## src/hdl/cct_pkg.sv

```systemverilog
// Package with register map, field layout and timing constants of the capture timer
package cct_pkg;
	// Register byte offsets
	localparam logic [7:0] OFS_MODE = 8'h00;
	localparam logic [7:0] OFS_PORT_ONE = 8'h04;
	localparam logic [7:0] OFS_PORT_THREE = 8'h08;
	localparam logic [7:0] OFS_COUNTER = 8'h0c;
	localparam logic [7:0] OFS_RISE = 8'h10;
	localparam logic [7:0] OFS_FALL = 8'h14;
	localparam logic [7:0] OFS_STATUS = 8'h18;
	// Field positions
	localparam int POS_CLK_SEL = 0;
	localparam int POS_EDGE_SEL = 2;
	localparam int POS_CLR_LO = 3;
	localparam int POS_CLR_HI = 4;
	localparam int POS_PIN_SEL = 0;
	localparam int POS_FILT_EN = 0;
	localparam int POS_IRQ = 0;
	// Reset values
	localparam logic [7:0] RST_BYTE = 8'h00;
	localparam logic [5:0] RST_PRESCALE = 6'h00;
	localparam logic [4:0] RST_FILTER = 5'h00;
	// Clock select codes: sys/64, sys/32, sys/2, watch/4
	localparam logic [1:0] SEL_DIV64 = 2'h0;
	localparam logic [1:0] SEL_DIV32 = 2'h1;
	localparam logic [1:0] SEL_DIV2 = 2'h2;
	localparam logic [1:0] SEL_WATCH4 = 2'h3;
	// Prescaler and watch divider bits that carry each divided clock level
	localparam int BIT_DIV64 = 5;
	localparam int BIT_DIV32 = 4;
	localparam int BIT_DIV2 = 0;
	localparam int BIT_WATCH4 = 1;
	// Noise filter depth
	localparam int FILTER_TAPS = 5;
	// Timer mode fields carried together
	typedef struct packed {
		logic clr_hi;
		logic clr_lo;
		logic edge_sel;
		logic [1:0] clk_sel;
	} cct_mode_t;
endpackage

```

## src/hdl/cct_timer.sv

```systemverilog
// Capture timer: prescaler, noise filter, capture and clear logic, APB registers
//
// Added by the designer: the register offsets and register access over APB.
`timescale 1ns/1ns
// How it works
// - Count on falling edge of selected clock
// - High-to-low clock reselect counts once
// - Pin select toggle while high gives edge
// - Filter on, select set early: edge
// - Filter on, select cleared late: edge
// - Unselected pin gives constant low input
// - Filter enabled early after rise: rising edge
// - Filter disabled early after fall: falling edge
// - Matching spurious edge sets request flag
// - Five-tap filter updates only on agreement
// - Edges copy counter to capture registers
// - Clear selects pick clearing edges
// - Select high capture, low interval timer
module cct_timer (
	// Clock, reset and freeze
	input wire logic clk,
	input wire logic rst,
	input wire logic ce,
	// APB slave
	input wire logic psel,
	input wire logic penable,
	input wire logic pwrite,
	input wire logic [7:0] paddr,
	input wire logic [31:0] pwdata,
	output logic [31:0] prdata,
	output logic pready,
	output logic pslverr,
	// Pins and status
	input wire logic capture_pin,
	input wire logic watch_clk,
	output logic timer_irq_request
);
	// Prescaler and filter state
	logic [5:0] prescale, next_prescale;
	logic [1:0] watch_div, next_watch_div;
	logic watch_prev, next_watch_prev;
	logic sel_prev, next_sel_prev;
	logic [4:0] filt_sh, next_filt_sh;
	logic filt_out, next_filt_out;
	logic filt_prev, next_filt_prev;
	// Register state
	cct_pkg::cct_mode_t timer_mode_reg, next_mode;
	logic capture_pin_select, next_pin_select;
	logic noise_filter_enable, next_filt_en;
	logic [7:0] capture_counter, next_counter;
	logic [7:0] capture_rise_reg, next_rise;
	logic [7:0] capture_fall_reg, next_fall;
	logic irq_flag, next_irq;
	logic [31:0] next_prdata;
	logic next_slverr;
	// Combinational helpers
	logic sel_lvl;
	logic inc_pulse;
	logic sample_stb;
	logic gated_in;
	logic cap_rise, cap_fall;
	logic wr_acc, rd_setup;

	// Level of the divided clock chosen by the select field
	function automatic logic clk_level(input logic [1:0] sel, input logic [5:0] pre, input logic [1:0] wd);
		case (sel)
			cct_pkg::SEL_DIV64: clk_level = pre[cct_pkg::BIT_DIV64];
			cct_pkg::SEL_DIV32: clk_level = pre[cct_pkg::BIT_DIV32];
			cct_pkg::SEL_DIV2: clk_level = pre[cct_pkg::BIT_DIV2];
			default: clk_level = wd[cct_pkg::BIT_WATCH4];
		endcase
	endfunction

	// Edge and strobe decode; the previous level is of whatever clock was selected,
	// so a reselect from high to low is indistinguishable from a real falling edge
	always_comb begin
		sel_lvl = clk_level(timer_mode_reg.clk_sel, prescale, watch_div);
		inc_pulse = sel_prev & ~sel_lvl;
		// Filter samples every cycle when off, on the selected clock's rise when on
		sample_stb = noise_filter_enable ? (~sel_prev & sel_lvl) : 1'b1;
		gated_in = capture_pin_select & capture_pin;
		cap_rise = filt_out & ~filt_prev;
		cap_fall = ~filt_out & filt_prev;
		wr_acc = psel & penable & pwrite;
		rd_setup = psel & ~penable;
	end

	// Next values of prescaler and noise filter
	always_comb begin
		next_prescale = prescale + 6'h01;
		next_watch_prev = watch_clk;
		next_watch_div = watch_div;
		// Watch clock is slow and synchronous; count its rising edges
		if (watch_clk & ~watch_prev) begin
			next_watch_div = watch_div + 2'h1;
		end
		next_sel_prev = sel_lvl;
		next_filt_sh = filt_sh;
		next_filt_out = filt_out;
		// Mode switches change the sample rate mid-run, which is where spurious edges come from
		if (sample_stb) begin
			next_filt_sh = {filt_sh[3:0], gated_in};
			// Output moves only when every tap agrees, else holds
			if (&filt_sh) begin
				next_filt_out = 1'b1;
			end else if (~|filt_sh) begin
				next_filt_out = 1'b0;
			end
		end
		next_filt_prev = filt_out;
	end

	// Register prescaler and filter
	always_ff @(posedge clk or posedge rst) begin
		if (rst) begin
			prescale <= cct_pkg::RST_PRESCALE;
			watch_div <= 2'h0;
			watch_prev <= 1'b0;
			sel_prev <= 1'b0;
			filt_sh <= cct_pkg::RST_FILTER;
			filt_out <= 1'b0;
			filt_prev <= 1'b0;
		end else if (ce) begin
			prescale <= next_prescale;
			watch_div <= next_watch_div;
			watch_prev <= next_watch_prev;
			sel_prev <= next_sel_prev;
			filt_sh <= next_filt_sh;
			filt_out <= next_filt_out;
			filt_prev <= next_filt_prev;
		end
	end

	// Next values of counter, captures, flag and bus registers
	always_comb begin
		next_mode = timer_mode_reg;
		next_pin_select = capture_pin_select;
		next_filt_en = noise_filter_enable;
		next_counter = capture_counter;
		next_rise = capture_rise_reg;
		next_fall = capture_fall_reg;
		next_irq = irq_flag;
		next_prdata = prdata;
		next_slverr = 1'b0;
		// Counting; a clearing edge in the same cycle wins
		if (inc_pulse) begin
			next_counter = capture_counter + 8'h01;
		end
		// Spurious edges travel the same path as real ones
		if (cap_rise) begin
			next_rise = capture_counter;
			if (timer_mode_reg.clr_lo) begin
				next_counter = cct_pkg::RST_BYTE;
			end
		end
		if (cap_fall) begin
			next_fall = capture_counter;
			if (timer_mode_reg.clr_hi) begin
				next_counter = cct_pkg::RST_BYTE;
			end
		end
		// Software writes, taken at the access edge
		if (wr_acc) begin
			case (paddr)
				cct_pkg::OFS_MODE: next_mode = pwdata[4:0];
				cct_pkg::OFS_PORT_ONE: next_pin_select = pwdata[cct_pkg::POS_PIN_SEL];
				cct_pkg::OFS_PORT_THREE: next_filt_en = pwdata[cct_pkg::POS_FILT_EN];
				cct_pkg::OFS_STATUS: begin
					// Write one clears the request flag
					if (pwdata[cct_pkg::POS_IRQ]) begin
						next_irq = 1'b0;
					end
				end
				default: next_mode = timer_mode_reg;
			endcase
		end
		// Setting beats a simultaneous clear
		if ((cap_rise & timer_mode_reg.edge_sel) | (cap_fall & ~timer_mode_reg.edge_sel)) begin
			next_irq = 1'b1;
		end
		// Read data is prepared in the setup cycle so pready can stand high
		if (rd_setup) begin
			next_prdata = 32'h0000_0000;
			case (paddr)
				cct_pkg::OFS_MODE: next_prdata[4:0] = timer_mode_reg;
				cct_pkg::OFS_PORT_ONE: next_prdata[cct_pkg::POS_PIN_SEL] = capture_pin_select;
				cct_pkg::OFS_PORT_THREE: next_prdata[cct_pkg::POS_FILT_EN] = noise_filter_enable;
				cct_pkg::OFS_COUNTER: next_prdata[7:0] = capture_counter;
				cct_pkg::OFS_RISE: next_prdata[7:0] = capture_rise_reg;
				cct_pkg::OFS_FALL: next_prdata[7:0] = capture_fall_reg;
				cct_pkg::OFS_STATUS: next_prdata[cct_pkg::POS_IRQ] = irq_flag;
				default: next_slverr = 1'b1;
			endcase
		end else if (psel & penable) begin
			next_slverr = pslverr;
		end
	end

	// Register counter, captures and bus state
	always_ff @(posedge clk or posedge rst) begin
		if (rst) begin
			timer_mode_reg <= cct_pkg::RST_BYTE[4:0];
			capture_pin_select <= 1'b0;
			noise_filter_enable <= 1'b0;
			capture_counter <= cct_pkg::RST_BYTE;
			capture_rise_reg <= cct_pkg::RST_BYTE;
			capture_fall_reg <= cct_pkg::RST_BYTE;
			irq_flag <= 1'b0;
			prdata <= 32'h0000_0000;
			pslverr <= 1'b0;
		end else if (ce) begin
			timer_mode_reg <= next_mode;
			capture_pin_select <= next_pin_select;
			noise_filter_enable <= next_filt_en;
			capture_counter <= next_counter;
			capture_rise_reg <= next_rise;
			capture_fall_reg <= next_fall;
			irq_flag <= next_irq;
			prdata <= next_prdata;
			pslverr <= next_slverr;
		end
	end

	// Zero-wait slave; a frozen block cannot answer, so ready follows the enable
	assign pready = ce;
	assign timer_irq_request = irq_flag;

	// Checks
	a_count_on_fall: assert property (@(posedge clk) disable iff (rst)
		(ce && inc_pulse && !cap_rise && !cap_fall) |=>
		(capture_counter == $past(capture_counter) + 8'h01));
	// A select write that drops the level must move the counter, not just raise the pulse
	a_reselect_counts: assert property (@(posedge clk) disable iff (rst)
		(ce && $past(ce) && $changed(timer_mode_reg.clk_sel) && sel_prev && !sel_lvl
		&& !cap_rise && !cap_fall) |=> (capture_counter == $past(capture_counter) + 8'h01));
	a_unselected_low: assert property (@(posedge clk) disable iff (rst)
		(ce && !capture_pin_select && sample_stb) |=> !filt_sh[0]);
	// Selecting the pin while it is high must push a rising level through the filter
	a_select_edge: assert property (@(posedge clk) disable iff (rst)
		(ce && $rose(capture_pin_select) && capture_pin && !noise_filter_enable && !filt_out)
		##1 (ce && capture_pin && capture_pin_select && !noise_filter_enable)[*5] |=> filt_out);
	a_filter_agree: assert property (@(posedge clk) disable iff (rst)
		(ce && sample_stb && filt_sh == 5'h1f) |=> filt_out);
	a_filter_hold: assert property (@(posedge clk) disable iff (rst)
		(ce && filt_sh != 5'h1f && filt_sh != 5'h00) |=> (filt_out == $past(filt_out)));
	a_rise_capture: assert property (@(posedge clk) disable iff (rst)
		(ce && cap_rise) |=> (capture_rise_reg == $past(capture_counter)));
	a_fall_capture: assert property (@(posedge clk) disable iff (rst)
		(ce && cap_fall) |=> (capture_fall_reg == $past(capture_counter)));
	a_clear_edges: assert property (@(posedge clk) disable iff (rst)
		(ce && ((cap_rise && timer_mode_reg.clr_lo) || (cap_fall && timer_mode_reg.clr_hi)))
		|=> (capture_counter == 8'h00));
	a_irq_on_edge: assert property (@(posedge clk) disable iff (rst)
		(ce && cap_rise && timer_mode_reg.edge_sel) |=> irq_flag);
endmodule
```

## config.mk

```make
export PLATFORM = sky130hd
export DESIGN_NAME = cct_timer
export DESIGN_NICKNAME = d
export VERILOG_FILES = /design/src/hdl/cct_pkg.sv /design/src/hdl/cct_timer.sv
export SDC_FILE = /design/constraint.sdc
export NUM_CORES = 1
export LEC_CHECK = 0
export ABC_AREA = 0
export BUFFER_PORTS_ARGS = -buffer_cell sky130_fd_sc_hd__buf_2
export CAP_MARGIN = 30
export CORE_UTILIZATION = 45
export CTS_CLUSTER_SIZE = 10
export DETAILED_ROUTE_END_ITERATION = 16
export PLACE_DENSITY = 0.72
export SLEW_MARGIN = 20
export SYNTH_ARGS = -nofsm -noshare
export SYNTH_HDL_FRONTEND = slang
export SYNTH_SLANG_ARGS = --single-unit
```

## constraint.sdc

```tcl
create_clock -name clk -period 3.3 [get_ports clk]
set_input_delay 0.165 -clock clk [delete_from_list [all_inputs] [get_ports clk]]
set_output_delay 0.165 -clock clk [all_outputs]
set_load 0.005 [all_outputs]
```

======== Word level (Yosys, flattened, before mapping) ========
Cells that the tools add are included.
word-level totals
  output and inout bits ................... 35
  input port bits ......................... 48
  word-level logic and storage cells ...... 89
  register bits after elaboration ......... 58
cells by class
  bitwise logic cells ..................... 19
  add/subtract/negate cells ............... 3
  multiplexer cells ....................... 19
  equality and inequality tests ........... 10
  reductions and logical operators ........ 19
operators by type and width
  operator               count
  $mux W8                5
  $eq A8 B5 Y1 const B   3
  $eq A8 B4 Y1 const B   2
  $pmux W4 S4            1
  $reduce_and A2 Y1      6
  $reduce_and A3 Y1      4
  $and A1 B1 Y1          11
  $mux W1                10
  $pmux W3 S3            1
  $add A8 B1 Y8 const B  1
  $eq A8 B3 Y1 const B   1
  $logic_not A8 Y1       1
  $not A1 Y1             7
  $pmux W1 S7            1
  $reduce_or A7 Y1       1
  $add A6 B1 Y6 const B  1
  $reduce_bool A2 Y1     3
  $reduce_and A5 Y1      1
  $reduce_or A5 Y1       1
  $ne A2 B2 Y1 const B   2
  $reduce_and A4 Y1      1
  $pmux W1 S3            1
  $add A2 B1 Y2 const B  1
  $eq A2 B1 Y1 const B   1
  3 further kinds        3

======== Logic depth before layout (Yosys ltp) ========
Gate-level depths: netlist (run 1).
  word-level depth ........................ 9
  depth in mapped cells ................... 6
  depth with buffers taken out ............ 5

======== Least setup slack after synthesis (run 1) ========
OpenSTA, ideal clock, no wires.
  kind .................................... register to register
  start ................................... register timer_mode_reg[0] in the netlist's numbering
  end ..................................... register capture_counter[3]
  data required time ...................... 3.230 ns
  cell stages (with the launch flop) ...... 6
  setup slack ............................. 1.396 ns
  data arrival time ....................... 1.834 ns
  setup time .............................. 0.070 ns
  cell sequence ........................... dfrtp_1 > mux4_2 > or2_1 > buf_6 > or4_1 > nand3_1
on the way
  word-level cells in the longest chain between the ends .. 9
ends and longest elaborated chain
  item                                  RTL line          source
  from (decl)                           cct_timer.sv:47   cct_pkg::cct_mode_t timer_mode_reg, next_mode;
  from (signal assigned)                cct_timer.sv:202  timer_mode_reg <= cct_pkg::RST_BYTE[4:0];
  from (signal assigned)                cct_timer.sv:212  timer_mode_reg <= next_mode;
  $eq A2 B2 Y1 (tied with other cells)  cct_timer.sv:66   case (sel)
  $pmux W1 S3 (*)                       cct_timer.sv:66
  $not A1 Y1 (*)                        cct_timer.sv:78   inc_pulse = sel_prev & ~sel_lvl;
  $and A1 B1 Y1 (*)                     cct_timer.sv:78
  $mux W8 (*)                           cct_timer.sv:146  if (inc_pulse) begin
  $mux W8                               cct_timer.sv:152  if (timer_mode_reg.clr_lo) begin
  $mux W8 (*)                           cct_timer.sv:150  if (cap_rise) begin
  $mux W8                               cct_timer.sv:158  if (timer_mode_reg.clr_hi) begin
  $mux W8 (*)                           cct_timer.sv:156  if (cap_fall) begin
  to (signal assigned)                  cct_timer.sv:205  capture_counter <= cct_pkg::RST_BYTE;
  to (signal assigned)                  cct_timer.sv:215  capture_counter <= next_counter;
  to (decl)                             cct_timer.sv:50   logic [7:0] capture_counter, next_counter;
Mark *: on every way between the ends. The rest lies on a longest branch, timed or not.
A chain may end at the register's enable or synchronous reset.

======== Final worst setup path (run 1) ========
Ends and elaborated chain as after synthesis.

==> metrics.md, run 1 <==
| Metric | Value |
|---|---|
| HP Class | `in -> reg` |
| CP max FO | `8` |
| Clock Sinks | `58` |
| Yosys cell types | `44` |
| Die Ht | `83.8 um` |
| GRT Residual Overflow | `0` |
| GRT Util Overall | `17.7%` |
| Share of cells above drive strength 1 | `26.6%` |
| CP max stage delay | `0.57 ns` |
| Most frequent cell after synthesis | `dfrtp_1` |
| Drt via density | `5.33` |
| Fill cell count | `576` |
| Leak pwr | `1.63 nW` |
| Setup tns final | `0 ns` |
| Capture point of the worst reg-to-reg path | `capture_counter[3]` |
| Final design utilization | `52.6%` |
| Ant. Diodes | `0` |
| Layout area overhead | `11.6%` |
| Initial Util | `47.1%` |
| Crit. Startpoint | `timer_mode_reg[0]` |
| I/O pins | `83` |
| Post-synth EDFFs | `0` |
| Vias | `2094` |
| Final min period | `2.03 ns` |
| DR iter-0 viols | `93` |
| CORE AREA | `6390 um^2` |
| Die Span X | `83.8 um` |
| Worst R2R Start | `timer_mode_reg[0]` |
| Buffers on Ports | `31` |
| Fmax | `492 MHz` |
| Clock insertion delay at the later pin of the skew report | `0.35 ns` |
| Synth Area per Inst | `10.8 um^2` |
| Max-Cap Viols | `0` |
| Status | `finished clean` |
| Maximum number of pins on one net before global-route repair | `46` |
| Num rows | `29` |
| Clock skew | `0.00861 ns` |
| Clock Pin Slew Worst Setup and Hold Paths | `0.07 ns` |
| Setup crit start kind | `flop` |
| Post-CTS setup repair buffer count | `0` |
| Headroom to the max-slew limit | `60.3%` |
| Synthesized flop and latch total | `58` |
| Die ar. | `7020 um^2` |
| Detailed-route wire length per cell | `14.3 um` |
| Drt drc | `0` |
| Design Power | `1.82 mW` |
| Final WL | `5620 um` |
| RSZ-0062 raised after global routing | `no` |
| Synth warnings | `0` |
| Post-synth top cells | `dfrtp_1, mux2_2, nand2_1` |
| Critical path capture point type | `flop` |
| FFs w/ async S/R, synth | `100%` |
| Setup violations, final | `0` |
| Synth area leader | `dfrtp_1` |
| Vias in the first global route | `1910` |
| Gpl congestion | `0.745` |
| Required time worst endpoint | `3.57 ns` |
| Deepest clock path buffer count | `2` |
| CP top delay family | `simple AND/OR/NAND/NOR gates` |
| Initial antenna violation count | `0` |
| Post-detail-place hpwl | `4030 um` |
| Yosys top cell area share | `48.2%` |
| Worst Setup Path Type | `reg -> reg` |
| Net count, final | `362` |
| Area contributors post-synth | `dfrtp_1, mux2_2, buf_4, o21ai_0, nand2_1` |
| Final antenna-violating net count | `0` |
| CP cell instances | `mux4_2 -> or2_1 -> or4_1 -> nand3_1` |
| H-tree levels | `3` |
| Critical path buffers and inverters | `0` |
| Register area share after synthesis | `48.2%` |
| Crit path DAT | `2.31 ns` |
| Peak VDD IR | `0.000306 V` |
| Worst-case reg-to-reg path depth | `4` |
| Ys flop type | `dfrtp_1` |
| Root Driver | `clkbuf_8` |
| Pwr dens | `541 nW/um^2` |
| Tcrit/Tclk final | `61.6%` |
| End point of the critical path | `capture_counter[3]` |
| CTS Buf Count | `9` |
| Slew Viols, Final | `0` |
| Final Hold Fails | `0` |
| Least-Margin Pin Slew | `0.591 ns` |
| CTS tree | `done` |
| CP max-delay cell | `mux4_2` |
| Worst R2R Setup Slack | `1.27 ns` |
| DRT Pass-1 Iters | `4` |
| First-pass GRT wire length | `9470 um` |
| Cell area after synthesis | `3010 um^2` |
| Syn Inst Count | `280` |
| CP Depth | `4` |
-- metrics by stage --
stage	instances	area [um^2]	hold WS (ns)	setup WS, ns
floorplan	303	3100	0.304	1.40
global placement	376	3130	0.397	1.31
detailed placement	376	3130	0.400	1.29
CTS	391	3330	0.0340	1.27
global route	393	3360	0.0368	1.14
finish	393	3360	0.0436	1.27
-- power by group --
group / leakage [nW] / internal (mW) / switching [mW]
clock network: 0.106 / 0.405 / 0.276
logic: 0.742 / 0.124 / 0.138
registers: 0.783 / 0.790 / 0.0837
-- cells in the final DEF (no fill, tap or decap), types with 2 or more instances in the layout --
cell       n
dfrtp_1   58
mux2_2    32
buf_2     31
nand2_1   26
conb_1    24
o21ai_0   20
clkbuf_8  12
nor2_1    10
inv_1      8
a22o_1     8
nor3_1     6
nand3_1    6
o211ai_1   6
xnor2_1    5
nand3b_1   5
or4_1      4
nand4_1    4
mux2i_1    4
a22oi_1    4
and3b_1    3
nor4_1     3
xor2_1     3
nand2b_1   3
buf_4      3
a211o_1    2
o31ai_1    2
a21oi_1    2
ha_1       2
-- how the worst min path moves through the flow --
stage,slack [ns],cells past startpoint,end,startpoint
finish,0.04,2,timer_mode_reg[2],pwdata[2]
global route,0.04,2,timer_mode_reg[2],pwdata[2]
CTS,0.03,2,timer_mode_reg[2],pwdata[2]
detailed placement,0.40,2,timer_mode_reg[2],pwdata[2]
global placement,0.40,2,timer_mode_reg[2],pwdata[2]
floorplan,0.30,2,watch_prev,watch_clk
-- per-layer routing --
metal  track usage [%]  part of all wire [%]
met2              26.8                    47
met3              4.65                   4.3
met1              23.0                    46
met4              9.86                   2.3
met5                 0                     0
-- cells by family (layout without fill, tap and decap cells) --
logic type | Yosys count | count (layout) | synth area share, %
AOI/OAI and AO/OA | 48 | 48 | 10.6
xor gates and xnor gates | 8 | 8 | 2.33
adders and majority gates | 2 | 2 | 0.831
buffers and inverters | 47 | 60 | 9.27
DFF | 58 | 58 | 48.2
muxes | 38 | 38 | 14.9
other | 1 | 24 | 0.125
and+or+nand+nor | 78 | 78 | 13.8
-- cell type report --
class | instances | area [um^2] | area share (%)
Tap cell | 77 | 96.3 | 2.87
Clock buffer | 13 | 169 | 5.03
Sequential cell | 58 | 1450 | 43.2
Timing Repair Buffer | 36 | 208 | 6.18
Clock inverter | 2 | 35.0 | 1.04
Inverter | 9 | 33.8 | 1.01
Multi-Input combinational cell | 198 | 1370 | 40.7
-- timing repair --
action / CTS / global route
resized for setup: 0 / 0
endpoints found under the setup margin: 0 / 0
hold buffers: 0 / 1
endpoints found under the hold margin: 0 / 16
(Power assumes the default switching activity.)
==> inputs of run 2 (changes only) <==
--- a/config.mk
+++ b/config.mk
@@ -5,7 +5,7 @@
 export SDC_FILE = /design/constraint.sdc
 export NUM_CORES = 1
 export LEC_CHECK = 0
-export ABC_AREA = 0
+export ABC_AREA = 1
 export BUFFER_PORTS_ARGS = -buffer_cell sky130_fd_sc_hd__buf_2
 export CAP_MARGIN = 30
 export CORE_UTILIZATION = 45
==> constraint.sdc (replaced) <==
create_clock -name clk -period 1.9 [get_ports clk]
set_input_delay 0.095 -clock clk [delete_from_list [all_inputs] [get_ports clk]]
set_output_delay 0.095 -clock clk [all_outputs]
set_load 0.005 [all_outputs]
==> metrics.md, run 2 <==
| Metric | Value |
|---|---|
| Final Hold Fails | `0 (unchanged)` |
| Register area share after synthesis | `46.3% (-1.9 points)` |
| Area contributors post-synth | `dfrtp_1, nand2_1, buf_4, o21ai_1, nand3_1` |
| Register area | `1450 um^2 (unchanged)` |
| Clock insertion delay at the later pin of the skew report | `0.34 ns (about the same)` |
| Final antenna-violating net count | `0 (unchanged)` |
| Setup crit start kind | `flop` |
| Slew Viols, Final | `0 (unchanged)` |
| Buffers on Ports | `31 (unchanged)` |
| Die ar. | `7300 um^2 (+3.9%)` |
| Synth area leader | `dfrtp_1` |
| Worst R2R Setup Slack | `0.47 ns (-0.80 ns)` |
| Peak VDD IR | `0.000376 V (+23%)` |
| FFs w/ async S/R, synth | `100% (unchanged)` |
| Tcrit/Tclk final | `75.5% (+14 points)` |
| Layout area overhead | `13.3%` |
| Commonest cells after routing, fill and taps aside | `nand2_1, dfrtp_1, o21ai_1` |
| Design Power | `3.53 mW (+95%)` |
| Placed cells | `486 (+29%)` |
| Final min period | `1.43 ns (-0.598 ns)` |
| Syn Inst Count | `382 (+36%)` |
| Clock Pin Slew Worst Setup and Hold Paths | `0.07 ns (about the same)` |
| Final std cells w/o fill | `505 (+28%)` |
| Share of cells above drive strength 1 | `20.5% (-6.1 points)` |
| Required time worst endpoint | `2.12 ns (-1.45 ns)` |
| Yosys top cell area share | `46.3% (-1.9 points)` |
| Setup violations, final | `0 (unchanged)` |
| Post-route cell area | `3550 um^2 (+5.7%)` |
| DRT Pass-1 Iters | `4 (unchanged)` |
| Die Ht | `85.4 um (+2.0%)` |
| Headroom to the max-slew limit | `50.5% (-9.8 points)` |
| CORE AREA | `6760 um^2 (+5.8%)` |
| HP Class | `in -> reg` |
| Net count, final | `470 (+30%)` |
| Final WL | `6300 um (+12%)` |
| Capture point of the worst reg-to-reg path | `filt_sh[0]` |
| DR iter-0 viols | `147 (+58%)` |
| WHS Endpoint | `timer_mode_reg[3]` |
| Leak pwr | `1.75 nW (+7.4%)` |
| Initial Util | `46.4% (-0.79 points)` |
| Ant. Diodes | `0 (unchanged)` |
| GRT Residual Overflow | `0 (unchanged)` |
| Gpl congestion | `0.816 (+9.6%)` |
| PostCTS Resize Cnt | `0 (unchanged)` |
| CTS tree | `done` |
| Initial antenna violation count | `0 (unchanged)` |
| Vias in the first global route | `2340 (+23%)` |
| Root Driver | `clkbuf_8` |
| Yosys cell types | `30 (-32%)` |
| Hold_sp | `pwdata[3]` |
| H-tree levels | `3 (unchanged)` |
| Hold Path Depth | `3 (+1)` |
| Commonest non-fill, non-tap cell in the layout | `nand2_1` |
| Synthesized flop and latch total | `58 (unchanged)` |
| Worst Setup Path Type | `reg -> reg` |
| Drt via density | `4.99 (-6.3%)` |
| Worst R2R Start | `timer_mode_reg[1]` |
| Post-synth EDFFs | `0 (unchanged)` |
| Clock skew | `0.00494 ns (-0.00367 ns)` |
| Clock Sinks | `58 (unchanged)` |
| Synth Area per Inst | `8.20 um^2 (-24%)` |
| Detailed-route wire length per cell | `12.5 um (-13%)` |
| Post-CTS setup repair buffer count | `0 (unchanged)` |
| Most frequent cell after synthesis | `nand2_1` |
| Maximum number of pins on one net before global-route repair | `59 (+28%)` |
| GRT Util Overall | `18.9% (+1.3 points)` |
| First-pass GRT wire length | `10700 um (+13%)` |
| Worst-case reg-to-reg path depth | `8 (+4)` |
| Fill cell count | `635 (+10%)` |
| Crit path DAT | `1.66 ns (-0.65 ns)` |
| Die Span X | `85.4 um (+2.0%)` |
| Fmax | `697 MHz (+42%)` |
| Critical path capture point type | `flop` |
| Post-synth top cells | `nand2_1, dfrtp_1, o21ai_1` |
| Ys flop type | `dfrtp_1` |
| Setup tns final | `0 ns (unchanged)` |
| CP max FO | `11 (+3)` |
| Post-detail-place hpwl | `4500 um (+12%)` |
| Cell area after synthesis | `3130 um^2 (+4.0%)` |
| I/O pins | `83 (unchanged)` |
| Num rows | `30 (+3.4%)` |
| Hold_buf cts | `3 (+3)` |
| Least-Margin Pin Slew | `0.742 ns (+0.152 ns)` |
| Max-Cap Viols | `0 (unchanged)` |
| Vias | `2522 (+20%)` |
| Status | `finished clean` |
| Drt drc | `0 (unchanged)` |
| Placed inst area | `3250 um^2 (+4.1%)` |
| Pwr dens | `995 nW/um^2 (+84%)` |
| CTS Buf Count | `9 (unchanged)` |
| Synth warnings | `0 (unchanged)` |
| RSZ-0062 raised after global routing | `no` |
| Multi-input gate area | `1380 um^2 (+1.1%)` |
| Deepest clock path buffer count | `2 (unchanged)` |
==> run 2: cell count changes in the layout (fill, tap and decap cells not counted), moves of 7 or more <==
cell     delta
nand2_1    +83
nand2_2     +9
a22o_1      -8
o21ai_1    +34
o21ai_0     -9
inv_1      +19
inv_2       +7
nand3_1    +25
mux2_2     -32
==> run 2: metrics by stage <==
step	setup slack [ns]	utilization (%)	hold slack, ns
after detailed placement	0.468	48.1	0.341
after CTS	0.457	52.5	0.00899
after global placement	0.520	48.1	0.324
after global routing	0.316	52.5	0.0413
after floorplan	0.377	-	0.216
final	0.466	52.5	0.0145
==> run 2: final cells by class <==
| type | count | area share, % |
|---|---|---|
| Inverter | 36 | 3.81 |
| Multi-Input combinational cell | 277 | 38.9 |
| Clock buffer | 11 | 3.98 |
| Tap cell | 80 | 2.82 |
| Clock inverter | 5 | 3.52 |
| Timing Repair Buffer | 38 | 6.06 |
| Sequential cell | 58 | 40.9 |
==> run 2: metal layers <==
layer / up-vias / part of all wire, % / track usage [%]
li1: 1262 / - / -
met1: 1180 / 47 / 24.9
met2: 66 / 47 / 30.5
met3: 14 / 4.1 / 3.79
met4: 0 / 1.8 / 8.03
met5: - / 0 / 0
==> run 2: where the power goes <==
part	internal [mW]	switching [mW]	total, mW
Combinational	0.176	0.315	0.491
Sequential	1.38	0.129	1.51
Clock	1.04	0.498	1.54
==> run 2: cells by family (layout without fill, tap and decap cells) <==
| group | Yosys count | in the layout | share of synthesized area, % |
|---|---|---|---|
| buffers and inverters | 70 | 90 | 12.3 |
| and+or+nand+nor | 184 | 184 | 27.8 |
| DFF | 58 | 58 | 46.3 |
| AOI/OAI and AO/OA | 60 | 60 | 10.7 |
| other | 1 | 24 | 0.120 |
| xor gates and xnor gates | 7 | 7 | 1.96 |
| adders and majority gates | 2 | 2 | 0.799 |
==> run 2: how the worst max path moves through the flow <==
stage	start	endpoint	slack (ns)	cells after the start
5_1_grt	timer_mode_reg[1]	filt_sh[2]	0.32	8
6_report	timer_mode_reg[1]	filt_sh[0]	0.47	8
2_1_floorplan	rst	capture_counter[0]	0.38	1
3_3_place_gp	timer_mode_reg[1]	filt_sh[3]	0.52	8
3_5_place_dp	timer_mode_reg[1]	filt_sh[0]	0.47	8
4_1_cts	timer_mode_reg[1]	filt_sh[0]	0.46	8
==> run 2: critical path, stage by stage (launching register included) <==
cell and delay (ns):
dfrtp_1 0.40, inv_2 0.10, nand2_1 0.05, nand3_1 0.08
nand2_2 0.17, o21ai_2 0.22, nand2_2 0.15, nand2_1 0.09
o21ai_1 0.06
